--- src/och_pkg.sv ---
// Constants and types for the overcurrent hiccup controller
package och_pkg;

  // ----------------------------------------
  // Clock and base timings
  // ----------------------------------------
  localparam int CLK_MHZ = 250;
  localparam int SW_FREQ_KHZ = 600;
  localparam int POR_DELAY_US = 6800;
  localparam int SS_TIME_US = 6800;
  localparam int SS_STEPS = 64;
  localparam int SAMPLE_MAX_US = 3400;
  localparam int BLANK_NS = 200;
  localparam int MIN_LOW_NS = 425;
  localparam int NARROW_LIMIT = 3;
  localparam int HICCUP_DUMMIES = 2;
  localparam int TRIP_GAIN = 2;

  // ----------------------------------------
  // Trip level DAC
  // ----------------------------------------
  localparam int DAC_W = 8;
  localparam int DAC_LSB_UV = 2000;
  localparam int GUARD_OFF_MV = 300;
  localparam int GUARD_OFF_CODE = GUARD_OFF_MV * 1000 / DAC_LSB_UV;

  // ----------------------------------------
  // Derived cycle counts
  // ----------------------------------------
  localparam int SW_PERIOD_CYC = CLK_MHZ * 1000 / SW_FREQ_KHZ;
  localparam int POR_DELAY_CYC = POR_DELAY_US * CLK_MHZ;
  localparam int SS_STEP_CYC = SS_TIME_US * CLK_MHZ / SS_STEPS;
  localparam int SAMPLE_STEP_CYC = SAMPLE_MAX_US * CLK_MHZ / (2 ** DAC_W);
  localparam int BLANK_CYC = (BLANK_NS * CLK_MHZ + 999) / 1000;
  localparam int MIN_LOW_CYC = (MIN_LOW_NS * CLK_MHZ + 999) / 1000;

  // ----------------------------------------
  // Reset values
  // ----------------------------------------
  localparam logic [DAC_W-1:0] TRIP_LEVEL_RST = 8'h00;

  typedef enum logic [2:0] {
    ST_OFF = 3'h0,
    ST_DELAY = 3'h1,
    ST_SAMPLE = 3'h3,
    ST_SOFT = 3'h2,
    ST_RUN = 3'h6,
    ST_DUMMY = 3'h7
  } och_fsm_type;

endpackage

--- src/och_overcurrent_hiccup.sv ---
// Overcurrent guard with trip-level sampling, blanked window and hiccup retry
//
// Contract
// - Trip shuts output off at once.
// - Trip: two dummy time-outs, then one soft-start.
// - Hiccup repeats forever, never latches off.
// - Sample trip level after power-on and delay.
// - Low gate off while sampling trip level.
// - Trip level held digitally in DAC counter.
// - Level kept; replaced only by post-shutdown sample.
// - Monitoring starts after blanking past low-gate rise.
// - Monitoring ends with low gate; trips anytime inside.
// - Third consecutive narrow low pulse stretched minimum.
// - Compare sensed drop with twice trip level.
// - Trip level above bound disables the guard.
// - Trip during retry soft-start restarts dummy phase.
// - Hiccup period between two and three soft-start spans.
// - Fault removed: soft-start completes, stays regulating.
// - Guard active in every soft-start, same retry.
// - Each trip starts new dummy pair immediately.
// - Fixed switching period from internal oscillator.
// - Other timings independent of switching clock.
// - No new sample during retries.
// - Re-enable repeats full init with sample.
// - Soft-start ramp in equal discrete steps.
`timescale 1ns/1ns
module och_overcurrent_hiccup #(
  parameter int POR_CYC = och_pkg::POR_DELAY_CYC,
  parameter int STEP_CYC = och_pkg::SS_STEP_CYC,
  parameter int SAMPLE_CYC = och_pkg::SAMPLE_STEP_CYC
) (
  // Clock and reset
  input wire logic sys_clk_i,
  input wire logic rstn_i,
  // Supply and enable status pins
  input wire logic bias_supply_ok_i,
  input wire logic enable_i,
  // Trip-level sampling comparator pin, high while pin above DAC
  input wire logic trip_set_cmp_i,
  // Sensed switch drop and duty request, same clock domain
  input wire logic [och_pkg::DAC_W:0] sense_code_i,
  input wire logic [8:0] duty_i,
  // Gate drive
  output logic high_gate_o,
  output logic low_gate_o,
  // Status
  output logic trip_reference_current_o,
  output logic [och_pkg::DAC_W-1:0] trip_level_o,
  output logic [6:0] ramp_step_o,
  output logic output_on_o,
  output logic guard_disabled_o,
  output logic hiccup_o,
  output logic trip_o
);

  typedef struct packed {
    logic [2:0] sync1;
    logic [2:0] sync2;
    och_pkg::och_fsm_type st;
    logic [31:0] timer;
    logic [6:0] step;
    logic dummy;
    logic [och_pkg::DAC_W-1:0] trip_level;
    logic guard_off;
    logic [8:0] phase;
    logic [8:0] duty;
    logic [1:0] narrow;
    logic [6:0] blank;
    logic high_gate;
    logic low_gate;
    logic run;
    logic trip_evt;
  } och_state_type;

  och_state_type s;
  och_state_type next_s;

  localparam logic [8:0] PERIOD = 9'(och_pkg::SW_PERIOD_CYC);
  localparam logic [8:0] MIN_LOW = 9'(och_pkg::MIN_LOW_CYC);
  localparam logic [6:0] BLANK = 7'(och_pkg::BLANK_CYC);
  localparam logic [6:0] LAST_STEP = 7'(och_pkg::SS_STEPS - 1);

  function automatic logic hit(input logic [31:0] t, input int lim);
    return t == 32'(lim - 1);
  endfunction

  logic por_ok;
  logic en_ok;
  logic cmp_hi;
  logic window;
  logic over;
  logic [8:0] d_req;

  assign por_ok = s.sync2[0];
  assign en_ok = s.sync2[1];
  assign cmp_hi = s.sync2[2];
  // Blanking hides gate-transition ringing before sensing
  assign window = s.low_gate && (s.blank == BLANK);
  assign over = sense_code_i > {s.trip_level, 1'b0};

  always_comb begin
    next_s = s;
    next_s.trip_evt = 1'b0;
    next_s.sync1 = {trip_set_cmp_i, enable_i, bias_supply_ok_i};
    next_s.sync2 = s.sync1;
    d_req = (duty_i > PERIOD) ? PERIOD : duty_i;

    // ----------------------------------------
    // Switching period and narrow pulse handling
    // ----------------------------------------
    if (s.phase == PERIOD - 9'h001) begin
      next_s.phase = 9'h000;
      if ((PERIOD - d_req) < MIN_LOW) begin
        if (s.narrow == 2'(och_pkg::NARROW_LIMIT - 1)) begin
          next_s.duty = PERIOD - MIN_LOW;
          next_s.narrow = 2'h0;
        end else begin
          next_s.duty = d_req;
          next_s.narrow = s.narrow + 2'h1;
        end
      end else begin
        next_s.duty = d_req;
        next_s.narrow = 2'h0;
      end
    end else begin
      next_s.phase = s.phase + 9'h001;
    end

    if (!s.low_gate) begin
      next_s.blank = 7'h00;
    end else if (s.blank != BLANK) begin
      next_s.blank = s.blank + 7'h01;
    end

    // ----------------------------------------
    // Sequencer, timed from the system clock only
    // ----------------------------------------
    next_s.timer = s.timer + 32'h1;
    if (!por_ok || !en_ok) begin
      // Leaving shutdown always goes through a fresh sample
      next_s.st = och_pkg::ST_OFF;
      next_s.timer = 32'h0;
      next_s.step = 7'h00;
      next_s.dummy = 1'b0;
    end else begin
      case (s.st)
        och_pkg::ST_OFF: begin
          next_s.st = och_pkg::ST_DELAY;
          next_s.timer = 32'h0;
        end
        och_pkg::ST_DELAY: begin
          if (hit(s.timer, POR_CYC)) begin
            next_s.st = och_pkg::ST_SAMPLE;
            next_s.timer = 32'h0;
            next_s.trip_level = och_pkg::TRIP_LEVEL_RST;
          end
        end
        och_pkg::ST_SAMPLE: begin
          if (hit(s.timer, SAMPLE_CYC)) begin
            next_s.timer = 32'h0;
            if (cmp_hi && (s.trip_level != {och_pkg::DAC_W{1'b1}})) begin
              next_s.trip_level = s.trip_level + 8'h01;
            end else begin
              next_s.st = och_pkg::ST_SOFT;
              next_s.step = 7'h00;
              next_s.guard_off = s.trip_level > 8'(och_pkg::GUARD_OFF_CODE);
            end
          end
        end
        och_pkg::ST_SOFT: begin
          if (hit(s.timer, STEP_CYC)) begin
            next_s.timer = 32'h0;
            next_s.step = s.step + 7'h01;
            if (s.step == LAST_STEP) begin
              next_s.st = och_pkg::ST_RUN;
            end
          end
        end
        och_pkg::ST_RUN: begin
          next_s.timer = 32'h0;
        end
        och_pkg::ST_DUMMY: begin
          if (hit(s.timer, STEP_CYC)) begin
            next_s.timer = 32'h0;
            next_s.step = s.step + 7'h01;
            if (s.step == LAST_STEP) begin
              next_s.step = 7'h00;
              next_s.dummy = ~s.dummy;
              if (s.dummy == 1'(och_pkg::HICCUP_DUMMIES - 1)) begin
                // Retry reuses the held level, no resample
                next_s.st = och_pkg::ST_SOFT;
              end
            end
          end
        end
        default: begin
          next_s.st = och_pkg::ST_OFF;
        end
      endcase

      // Guard live in every soft-start and in regulation
      if (s.run && window && over && !s.guard_off) begin
        next_s.st = och_pkg::ST_DUMMY;
        next_s.timer = 32'h0;
        next_s.step = 7'h00;
        next_s.dummy = 1'b0;
        next_s.trip_evt = 1'b1;
      end
    end

    // ----------------------------------------
    // Gate drive, dropped in the same edge as the trip
    // ----------------------------------------
    next_s.run = (next_s.st == och_pkg::ST_SOFT) || (next_s.st == och_pkg::ST_RUN);
    next_s.high_gate = next_s.run && (next_s.phase < next_s.duty);
    next_s.low_gate = next_s.run && !(next_s.phase < next_s.duty);
  end

  always_ff @(posedge sys_clk_i or negedge rstn_i) begin
    if (!rstn_i) begin
      s <= '0;
    end else begin
      s <= next_s;
    end
  end

  assign high_gate_o = s.high_gate;
  assign low_gate_o = s.low_gate;
  assign trip_reference_current_o = (s.st == och_pkg::ST_DELAY) || (s.st == och_pkg::ST_SAMPLE);
  assign trip_level_o = s.trip_level;
  assign ramp_step_o = s.step;
  assign output_on_o = s.run;
  assign guard_disabled_o = s.guard_off;
  assign hiccup_o = s.st == och_pkg::ST_DUMMY;
  assign trip_o = s.trip_evt;

  // ----------------------------------------
  // Assertions
  // ----------------------------------------
  property p_trip_off;
    @(posedge sys_clk_i) disable iff (!rstn_i)
      s.trip_evt |-> (s.st == och_pkg::ST_DUMMY) && !s.low_gate && !s.high_gate;
  endproperty
  a_trip_off: assert property (p_trip_off) else $error("Gates still on after trip");

  property p_two_dummies;
    @(posedge sys_clk_i) disable iff (!rstn_i)
      (s.st == och_pkg::ST_DUMMY) ##1 (s.st == och_pkg::ST_SOFT) |-> $past(s.dummy, 1) && ($past(s.step, 1) == LAST_STEP);
  endproperty
  a_two_dummies: assert property (p_two_dummies) else $error("Retry left dummy phase early");

  property p_level_held;
    @(posedge sys_clk_i) disable iff (!rstn_i)
      (s.st != och_pkg::ST_SAMPLE) && ($past(s.st) != och_pkg::ST_SAMPLE) && ($past(s.st) != och_pkg::ST_DELAY)
        |-> $stable(s.trip_level);
  endproperty
  a_level_held: assert property (p_level_held) else $error("Trip level changed outside sampling");

  property p_guard_off;
    @(posedge sys_clk_i) disable iff (!rstn_i)
      s.guard_off |-> !s.trip_evt;
  endproperty
  a_guard_off: assert property (p_guard_off) else $error("Trip while guard disabled");

  property p_blank;
    @(posedge sys_clk_i) disable iff (!rstn_i)
      s.trip_evt |-> $past(s.low_gate, 1) && $past(s.low_gate, 51);
  endproperty
  a_blank: assert property (p_blank) else $error("Trip inside blanking interval");

  property p_sample_gate;
    @(posedge sys_clk_i) disable iff (!rstn_i)
      (s.st == och_pkg::ST_DELAY || s.st == och_pkg::ST_SAMPLE) |-> !s.low_gate && trip_reference_current_o;
  endproperty
  a_sample_gate: assert property (p_sample_gate) else $error("Low gate on during sampling");

  property p_stretch;
    @(posedge sys_clk_i) disable iff (!rstn_i)
      (s.phase == PERIOD - 9'h001) && (s.narrow == 2'h2) && ((PERIOD - d_req) < MIN_LOW)
        |=> s.duty == PERIOD - MIN_LOW;
  endproperty
  a_stretch: assert property (p_stretch) else $error("Third narrow pulse not stretched");

  property p_restart;
    @(posedge sys_clk_i) disable iff (!rstn_i)
      s.trip_evt |-> (s.timer == 32'h0) && (s.step == 7'h00) && !s.dummy;
  endproperty
  a_restart: assert property (p_restart) else $error("Dummy pair not restarted on trip");

  property p_compare;
    @(posedge sys_clk_i) disable iff (!rstn_i)
      s.trip_evt |-> $past(sense_code_i) > {$past(s.trip_level), 1'b0};
  endproperty
  a_compare: assert property (p_compare) else $error("Trip below twice the level");

  // Both switches stay dark so the power stage can cool
  property p_dummy_dark;
    @(posedge sys_clk_i) disable iff (!rstn_i)
      (s.st == och_pkg::ST_DUMMY) |-> !s.high_gate && !s.low_gate && !s.run;
  endproperty
  a_dummy_dark: assert property (p_dummy_dark) else $error("Output on during dummy time-out");

  property p_disable;
    @(posedge sys_clk_i) disable iff (!rstn_i)
      !s.sync2[1] |=> (s.st == och_pkg::ST_OFF) && !s.run;
  endproperty
  a_disable: assert property (p_disable) else $error("Output still on after enable dropped");

endmodule

--- config.mk ---
export PLATFORM = sky130hd
export DESIGN_NAME = och_overcurrent_hiccup
export DESIGN_NICKNAME = d
export VERILOG_FILES = /design/src/och_pkg.sv /design/src/och_overcurrent_hiccup.sv
export SDC_FILE = /design/constraint.sdc
export NUM_CORES = 1
export LEC_CHECK = 0
export BUFFER_PORTS_ARGS = -buffer_cell sky130_fd_sc_hd__buf_2
export CORE_AREA = 5 5 113 115
export DETAILED_ROUTE_END_ITERATION = 8
export DIE_AREA = 0 0 118 120
export PLACE_DENSITY = 0.65
export SYNTH_ARGS = -nofsm -noshare
export SYNTH_HDL_FRONTEND = slang
export SYNTH_SLANG_ARGS = --single-unit
--- constraint.sdc ---
create_clock -name sys_clk_i -period 3.95 [get_ports sys_clk_i]
set_clock_uncertainty 0.05 [all_clocks]
set_input_delay 0.395 -clock sys_clk_i [delete_from_list [all_inputs] [get_ports sys_clk_i]]
set_output_delay 0.395 -clock sys_clk_i [all_outputs]
set_load 0.02 [all_outputs]
After elaboration in Yosys (flattened, before gate mapping)
Index checks and enable logic that the tools add are counted.

Output and inout bits: 22. Bits of input ports: 23. Word-level logic and storage cells: 110. Flip-flop bits (word level): 89.

Add/subtract/negate cells: 7. Bitwise logic cells: 3. Multiplexer cells: 30. Reduce and logical (&&, ||, !) cells: 25. Order comparisons: 5. Equal/unequal tests: 24.

Operators with widths (number): 32-bit one-hot mux with 5 select lines (1); 43-bit two-way mux (3); 42-bit two-way mux (2); 35-bit two-way mux (1); 11-bit two-way mux (3); 32-bit by 1-bit adder with 32-bit output, second input constant (1); 32-bit by 12-bit == test with 1-bit output, second input constant (1); 32-bit by 15-bit == test with 1-bit output, second input constant (1); 32-bit by 21-bit == test with 1-bit output, second input constant (1); 9-bit two-way mux (3); 8-bit two-way mux (3); 7-bit two-way mux (3); 7-bit one-hot mux with 3 select lines (1); 3-bit one-hot mux with 6 select lines (1); 8-bit one-hot mux with 2 select lines (1); 7-bit by 1-bit adder with 7-bit output, second input constant (2); 7-bit by 6-bit == test with 1-bit output, second input constant (2); 3-bit two-way mux (4); 4-bit inequality test, second input constant (3); 5-bit AND reduction (2); 9-bit by 1-bit adder with 9-bit output, second input constant (1); 3-bit by 2-bit == test with 1-bit output, second input constant (3); 3-bit == test, second input constant (3); 9-bit == test, second input constant (1); 27 further kinds (47).

Depth between registers and ports, before layout
Gate-level depths: netlist (run 1).

Depth after elaboration: 10. Mapped depth: 18. Mapped depth without buffers: 16.

Least setup slack after synthesis (run 1)
Ideal clock, no wire load.

Path type: input port to flip-flop. Start point: in duty_i[5]. End point: reg s (netlist bit high_gate_o). Stages on the path: 18. Slack: -0.265 ns. Data arrival time: 4.077 ns. Library setup time: 0.088 ns. Required time: 3.812 ns. Buffers on the path: 2. Cells stage by stage: clkbuf_1 -> o211ai_1 -> nand2_1 -> ha_1 -> nor2_1 -> a31oi_1 -> o221a_2 -> o31ai_1 -> or2_2 -> clkbuf_1 -> a31o_2 -> ha_1 -> a211oi_1 -> o21ai_0 -> a211oi_1 -> o21ai_0 -> o41ai_1 -> nor3b_1.

RTL lines: start: declaration (RTL line och_overcurrent_hiccup.sv:42) `input wire logic [8:0] duty_i,`; end signal: assignment (RTL line och_overcurrent_hiccup.sv:223) `s <= next_s;`; end: declaration (RTL line och_overcurrent_hiccup.sv:75) `och_state_type s;`.

==> results of run 1 <==
[cell type report]
cell class	instances	area, um^2	area share [%]
tap	147	183.9	3.165
sequential	89	2227	38.32
clock buffer	13	270.3	4.650
multi-input combinational	413	2738	47.10
inverter	18	67.56	1.163
clock inverter	2	12.51	0.2153
timing repair buffer	56	312.8	5.382
[timing repair]
item / 4_1_cts / 5_1_grt
endpoints found under the setup margin: 0 / 1
gates resized for setup: 0 / 0
buffers inserted: 0 / 1
[per-layer routing]
layer | share of wire (%) | vias up | wire [um]
li1 | - | 2039 | -
met1 | 48 | 2005 | 5375
met2 | 47 | 76 | 5186
met3 | 3.5 | 13 | 395
met4 | 1.7 | 0 | 191
met5 | 0 | - | 0
[worst paths after layout]
path / endpoint / slack [ps] / cells past startpoint
worst min register to register: por_ok / 300 / 0
worst max register to register: high_gate_o / 520 / 12
max in group asynchronous: s[6] / 2870 / 2
min in group sys_clk_i: next_s[83] / 120 / 1
worst min-delay path: trip_level_o[4] / 70 / 1
worst max-delay path: high_gate_o / 380 / 17
[power groups by stage]
stage,Sequential [W],Combinational [W],Clock (W)
6_report,0.000919,0.0000979,0.000813
5_1_grt,0.000919,0.000113,0.000877
4_1_cts,0.000919,0.0000987,0.000837
3_5_place_dp,0.000936,0.0000984,0
3_3_place_gp,0.000936,0.0000956,0
2_1_floorplan,0.000935,0.0000459,0
[state kept, by name, summed over array words and instances, names as in the netlist]
signal            flops
next_s                3
s                    63
guard_disabled_o      1
en_ok                 1
ramp_step_o           7
por_ok                1
output_on_o           1
high_gate_o           1
low_gate_o            1
trip_level_o          8
cmp_hi                1
trip_o                1
[critical path: cells and delay by family]
family | cells | cell delay (ps)
compound gates | 9 | 1950
fa+ha+maj | 2 | 460
buf+inv | 1 | 110
mux | 1 | 60
simple gates | 4 | 800
[stage by stage]
stage / area, um^2 / util, % / setup WS (ps) / power, W
after floorplan: 5215 / - / 7.531 / 0.0009810
after global placement: 5522 / 47.15 / 80.42 / 0.001031
after detailed placement: 5522 / 47.15 / -22.60 / 0.001034
after CTS: 5804 / 49.56 / 305.3 / 0.001854
after global routing: 5812 / 49.63 / 107.0 / 0.001908
final: 5812 / 49.63 / 383.7 / 0.001830
[cell families (layout without fill, tap and decap cells)]
group	after synthesis	in the layout	share of synthesized area (%)
and+or+nand+nor	241	241	23.49
AOI/OAI and AO/OA	99	99	13.75
DFF	89	89	43.33
buffers and inverters	52	89	4.990
xor gates and xnor gates	43	43	7.327
adders and majority gates	25	25	6.086
muxes	5	5	1.022
[layout by cell type (no fill, tap or decap), types with 7 or more instances in the layout]
cell / synthesis / final
nand2b_1: 7 / 7
nor2_1: 67 / 66
clkbuf_16: 0 / 9
nand4_1: 15 / 15
and2_1: 11 / 11
o31ai_1: 16 / 15
inv_1: 18 / 18
nand3_1: 28 / 28
xnor2_1: 15 / 15
buf_2: 2 / 43
and3_1: 12 / 12
a31oi_1: 7 / 7
xor2_1: 28 / 28
dfrtp_1: 89 / 89
ha_1: 25 / 23
buf_4: 15 / 13
o21ai_0: 20 / 18
nor3_1: 16 / 16
nor4_1: 7 / 7
nand2_1: 50 / 50
a21oi_1: 12 / 12
[cell usage after synthesis, types with 15 or more instances]
cell type / number
o21ai_0: 20
nor2_1: 67
o31ai_1: 16
nand3_1: 28
inv_1: 18
buf_4: 15
nand2_1: 50
ha_1: 25
xor2_1: 28
dfrtp_1: 89
nand4_1: 15
clkbuf_1: 15
nor3_1: 16
xnor2_1: 15
==> flow_metrics.env, run 1 <==
export IMPL_status="finished, final reports clean"
export IMPL_timing_fmax_mhz=280.4
export IMPL_wirelength_um=11150
export IMPL_drive_gt1_share_pct=15.57
export IMPL_finalNetCount=635
export IMPL_yosysWarnings=0
export IMPL_clk_latency_ps=340
export IMPL_area_delta_synth_final_pct=13.07
export IMPL_hold_viol=0
export IMPL_grt_max_degree=64
export IMPL_synth_top_area_share_pct=43.33
export IMPL_cts_buffer_depth=2
export IMPL_maxSlewHeadroom_pct=47.17
export IMPL_powerDensity_nw_per_um2=314.9
export IMPL_worstMarginPinSlew_ps=792.4
export IMPL_cts_buffers=9
export IMPL_n_fill_cell=1079
export IMPL_hold_buffers=0
export IMPL_pwr_share_comb_pct=5.3
export IMPL_cap_violations=0
export IMPL_root_buffer="clkbuf_16"
export IMPL_die_y_um=120
export IMPL_critPathLaunchType="input pin"
export IMPL_path_cells="buf_2 > o211ai_1 > nand2_1 > ha_4 > nand2_1 > mux2i_1 > a32oi_1 > o31ai_4 > or2_2 > a31o_2 > ha_4 > a211oi_2 > o21ai_1 > a211oi_2 > o21ai_1 > o41ai_2 > nor3b_2"
export IMPL_p_leak_nw=2.496
export IMPL_stdcell_count=738
export IMPL_cp_arrival_ps=3770
export IMPL_drt_iter0_markers=343
export IMPL_synth_distinct_cells=58
export IMPL_overflow=0
export IMPL_p_seq_share_pct=50.2
export IMPL_drc_errors=0
export IMPL_clkPwrFrac_pct=44.4
export IMPL_ys_ff_latch=89
export IMPL_cp_max_fo=7
export IMPL_num_rows=40
export IMPL_track_usage_pct=16.09
export IMPL_grt_busiest_layer="met2"
export IMPL_cts_sinks=89
export IMPL_placed_cells=722
export IMPL_synth_edf_count=0
export IMPL_fin_setup_tns_ps=0
export IMPL_syn_nets=602
export IMPL_synth_cells=554
export IMPL_numPortBuffers=44
export IMPL_p_sw_share_pct=22.12
export IMPL_cts_tree="done"
export IMPL_grtUsageMet3_pct=3.110
export IMPL_grt_pass1_vias=4020
export IMPL_rsz0062_at_grt="no"
export IMPL_setup_worst_path_end_class="register"
export IMPL_hold_slack_ps=67.28
export IMPL_crit_type="in -> reg"
export IMPL_synthArstFlopShare_pct=100.0
export IMPL_power_net_switching_w=0.0004048
export IMPL_yosysSeqAreaShare_pct=43.33
export IMPL_period_share_pct=90.29
export IMPL_htreeDepth=3
export IMPL_min_period_ps=3566
export IMPL_cp_slowest_cell="or2_2"
export IMPL_die_w_um=118
export IMPL_ioPinCount=45
export IMPL_crit_required_ps=4160
export IMPL_grtUsageMet1_pct=21.97
export IMPL_clk_pin_slew_ps=60
export IMPL_via_per_inst=5.600
export IMPL_core_area_um2=11710
export IMPL_worstSetupStartpoint="duty_i[5]"
export IMPL_power_internal_w=0.001425
export IMPL_hp_class="in -> async"
export IMPL_start_util_pct=43.89
export IMPL_die_area_um2=14160
export IMPL_postSynthAreaPerCell_um2=9.278
export IMPL_avgRoutedWirePerCell_um=15.11
export IMPL_setup_violations_final=0
export IMPL_r2r_start="s[22]"
export IMPL_use_met2_pct=25.28
export IMPL_antenna_found_initial=0
export IMPL_via_count=4133
export IMPL_gp_congestion=0.8481
export IMPL_yosys_area_top_type="dfrtp_1"
export IMPL_first_pass_iters=4
export IMPL_n_antenna_cell=0
export IMPL_vdd_drop_max_v=0.0001959
export IMPL_synth_area_leaders="dfrtp_1 (43%), ha_1 (6.1%), nor2_1 (4.9%), xor2_1 (4.8%), nand2_1 (3.7%)"
export IMPL_slowest_delay_ps=360
export IMPL_ys_flop_type="dfrtp_1"
export IMPL_synth_area_um2=5140
export IMPL_grt_pass1_wl_um=19090
export IMPL_ant_nets=0
export IMPL_hpwl_um=8081
export IMPL_drv_slew=0
Power figures use the tool's default switching activity.
==> run 2: changes to the inputs <==
--- a/config.mk
+++ b/config.mk
@@ -9,7 +9,7 @@
 export CORE_AREA = 5 5 113 115
 export DETAILED_ROUTE_END_ITERATION = 8
 export DIE_AREA = 0 0 118 120
-export PLACE_DENSITY = 0.65
+export PLACE_DENSITY = 0.68
 export SYNTH_ARGS = -nofsm -noshare
 export SYNTH_HDL_FRONTEND = slang
 export SYNTH_SLANG_ARGS = --single-unit
==> constraint.sdc (replaced) <==
create_clock -name sys_clk_i -period 3.01 [get_ports sys_clk_i]
set_clock_uncertainty 0.05 [all_clocks]
set_input_delay 0.301 -clock sys_clk_i [delete_from_list [all_inputs] [get_ports sys_clk_i]]
set_output_delay 0.301 -clock sys_clk_i [all_outputs]
set_load 0.02 [all_outputs]
==> flow_metrics.env, run 2 (synthesized netlist as in run 1, its figures left out) <==
export IMPL_root_buffer="clkbuf_16"
export IMPL_grt_pass1_vias=4412
export IMPL_clk_latency_ps=340
export IMPL_drt_iter0_markers=162
export IMPL_cp_max_fo=4
export IMPL_use_met2_pct=29.46
export IMPL_final_common_cell="dfrtp_1"
export IMPL_via_per_inst=5.508
export IMPL_cts_tree="done"
export IMPL_min_period_ps=3263
export IMPL_drive_gt1_share_pct=22.61
export IMPL_grt_max_degree=57
export IMPL_ant_nets=0
export IMPL_drc_errors=0
export IMPL_overflow=0
export IMPL_setup_worst_path_end_class="register"
export IMPL_n_antenna_cell=0
export IMPL_n_fill_cell=1074
export IMPL_violations="setup timing"
export IMPL_status="complete, but fails checks"
export IMPL_numPortBuffers=44
export IMPL_area_delta_synth_final_pct=21.81
export IMPL_grt_pass1_wl_um=20560
export IMPL_clk_pin_slew_ps=70
export IMPL_ff_latch_area_um2=2227
export IMPL_start_util_pct=43.89
export IMPL_hold_viol=0
export IMPL_cap_violations=0
export IMPL_r2r_start="s[22]"
export IMPL_first_pass_iters=4
export IMPL_total_power_w=0.002513
export IMPL_cp_arrival_ps=3470
export IMPL_placed_cells=758
export IMPL_setup_slack_ps=-253.1
export IMPL_die_area_um2=14160
export IMPL_worstSetupStartpoint="duty_i[5]"
export IMPL_worstMarginPinSlew_ps=713.6
export IMPL_num_rows=40
export IMPL_finalNetCount=680
export IMPL_crit_required_ps=3220
export IMPL_setup_violations_final=2
export IMPL_final_cell_mix="dfrtp_1 (89), nor2_1 (66), buf_4 (55)"
export IMPL_die_y_um=120
export IMPL_crit_type="in -> reg"
export IMPL_largest_register_ffs=63
export IMPL_gp_congestion=0.9100
export IMPL_ioPinCount=45
export IMPL_via_count=4318
export IMPL_die_w_um=118
export IMPL_holdCritStartpoint="enable_i"
export IMPL_core_area_um2=11710
export IMPL_p_leak_nw=2.735
export IMPL_rsz0062_at_grt="yes"
export IMPL_wirelength_um=11560
export IMPL_period_share_pct=108.4
export IMPL_hold_slack_ps=11.08
export IMPL_htreeDepth=3
export IMPL_timing_fmax_mhz=306.5
export IMPL_antenna_found_initial=0
export IMPL_stdcell_count=784
export IMPL_hp_class="in -> reg"
export IMPL_grtUsageMet3_pct=3.582
export IMPL_vdd_drop_max_v=0.0002584
export IMPL_grt_busiest_layer="met2"
export IMPL_fin_setup_tns_ps=-430.9
export IMPL_cts_sinks=89
export IMPL_cts_buffer_depth=2
export IMPL_track_usage_pct=17.30
export IMPL_avgRoutedWirePerCell_um=14.75
export IMPL_cts_buffers=9
export IMPL_maxSlewHeadroom_pct=52.42
export IMPL_critPathLaunchType="input pin"
export IMPL_hpwl_um=8673
export IMPL_grtUsageMet1_pct=22.10
export IMPL_multi_input_area_um2=2791
export IMPL_powerDensity_nw_per_um2=401.4
export IMPL_drv_slew=0
export IMPL_largest_register="s"
-- run 2: what timing repair did --
action,CTS,global route
endpoints found under the setup margin,2,10
hold buffers,1,1
pin swaps,19,4
endpoints found under the hold margin,13,1
gates resized for setup,5,7
buffers inserted,6,2
-- run 2: final timing paths --
kind / endpoint / slack, ps / depth (start not counted)
max: high_gate_o / -250 / 16
min: next_s[84] / 10 / 1
max reg2reg: high_gate_o / -160 / 15
min reg2reg: por_ok / 300 / 0
max in group asynchronous: s[67] / 1690 / 3
min in group asynchronous: trip_level_o[4] / 500 / 2
-- run 2: stage by stage --
| step | instance area (um^2) | utilization (%) | setup WS (ps) |
|---|---|---|---|
| finish | 6261 | 53.46 | -253.1 |
| global route | 6261 | 53.46 | -427.8 |
| CTS | 6201 | 52.95 | -283.0 |
| detailed placement | 5821 | 49.70 | -752.8 |
| global placement | 5821 | 49.70 | -599.3 |
| floorplan | 5240 | - | -777.7 |
-- run 2: worst max-delay path, stage by stage --
cell	delay (ps)
buf_6	90
o211ai_1	240
nand2_1	170
ha_4	260
a31oi_1	170
o221a_2	240
o31ai_4	80
or2_4	250
a31o_2	240
ha_1	330
o21ai_2	80
o21ai_1	100
a211oi_2	250
o21ai_1	120
o41ai_2	340
nor3b_2	220
-- run 2: layout make-up --
cell class | count | area share, %
Sequential cell | 89 | 35.57
Timing Repair Buffer | 101 | 10.87
Tap cell | 147 | 2.938
Inverter | 18 | 1.079
Multi-Input combinational cell | 413 | 44.58
Clock inverter | 7 | 1.359
Clock buffer | 9 | 3.597
-- run 2: layer usage --
| metal | vias up | share of wire [%] |
|---|---|---|
| met4 | 0 | 1.8 |
| met5 | - | 0 |
| met1 | 2085 | 45 |
| met2 | 83 | 50 |
| li1 | 2129 | - |
| met3 | 21 | 3.7 |
-- run 2: power breakdown --
group,switching [W],internal [W],total (W)
combinational,0.0000882,0.0000660,0.000154
clock,0.000493,0.000661,0.00115
sequential,0.00000355,0.00120,0.00121
total,0.000585,0.00193,0.00251
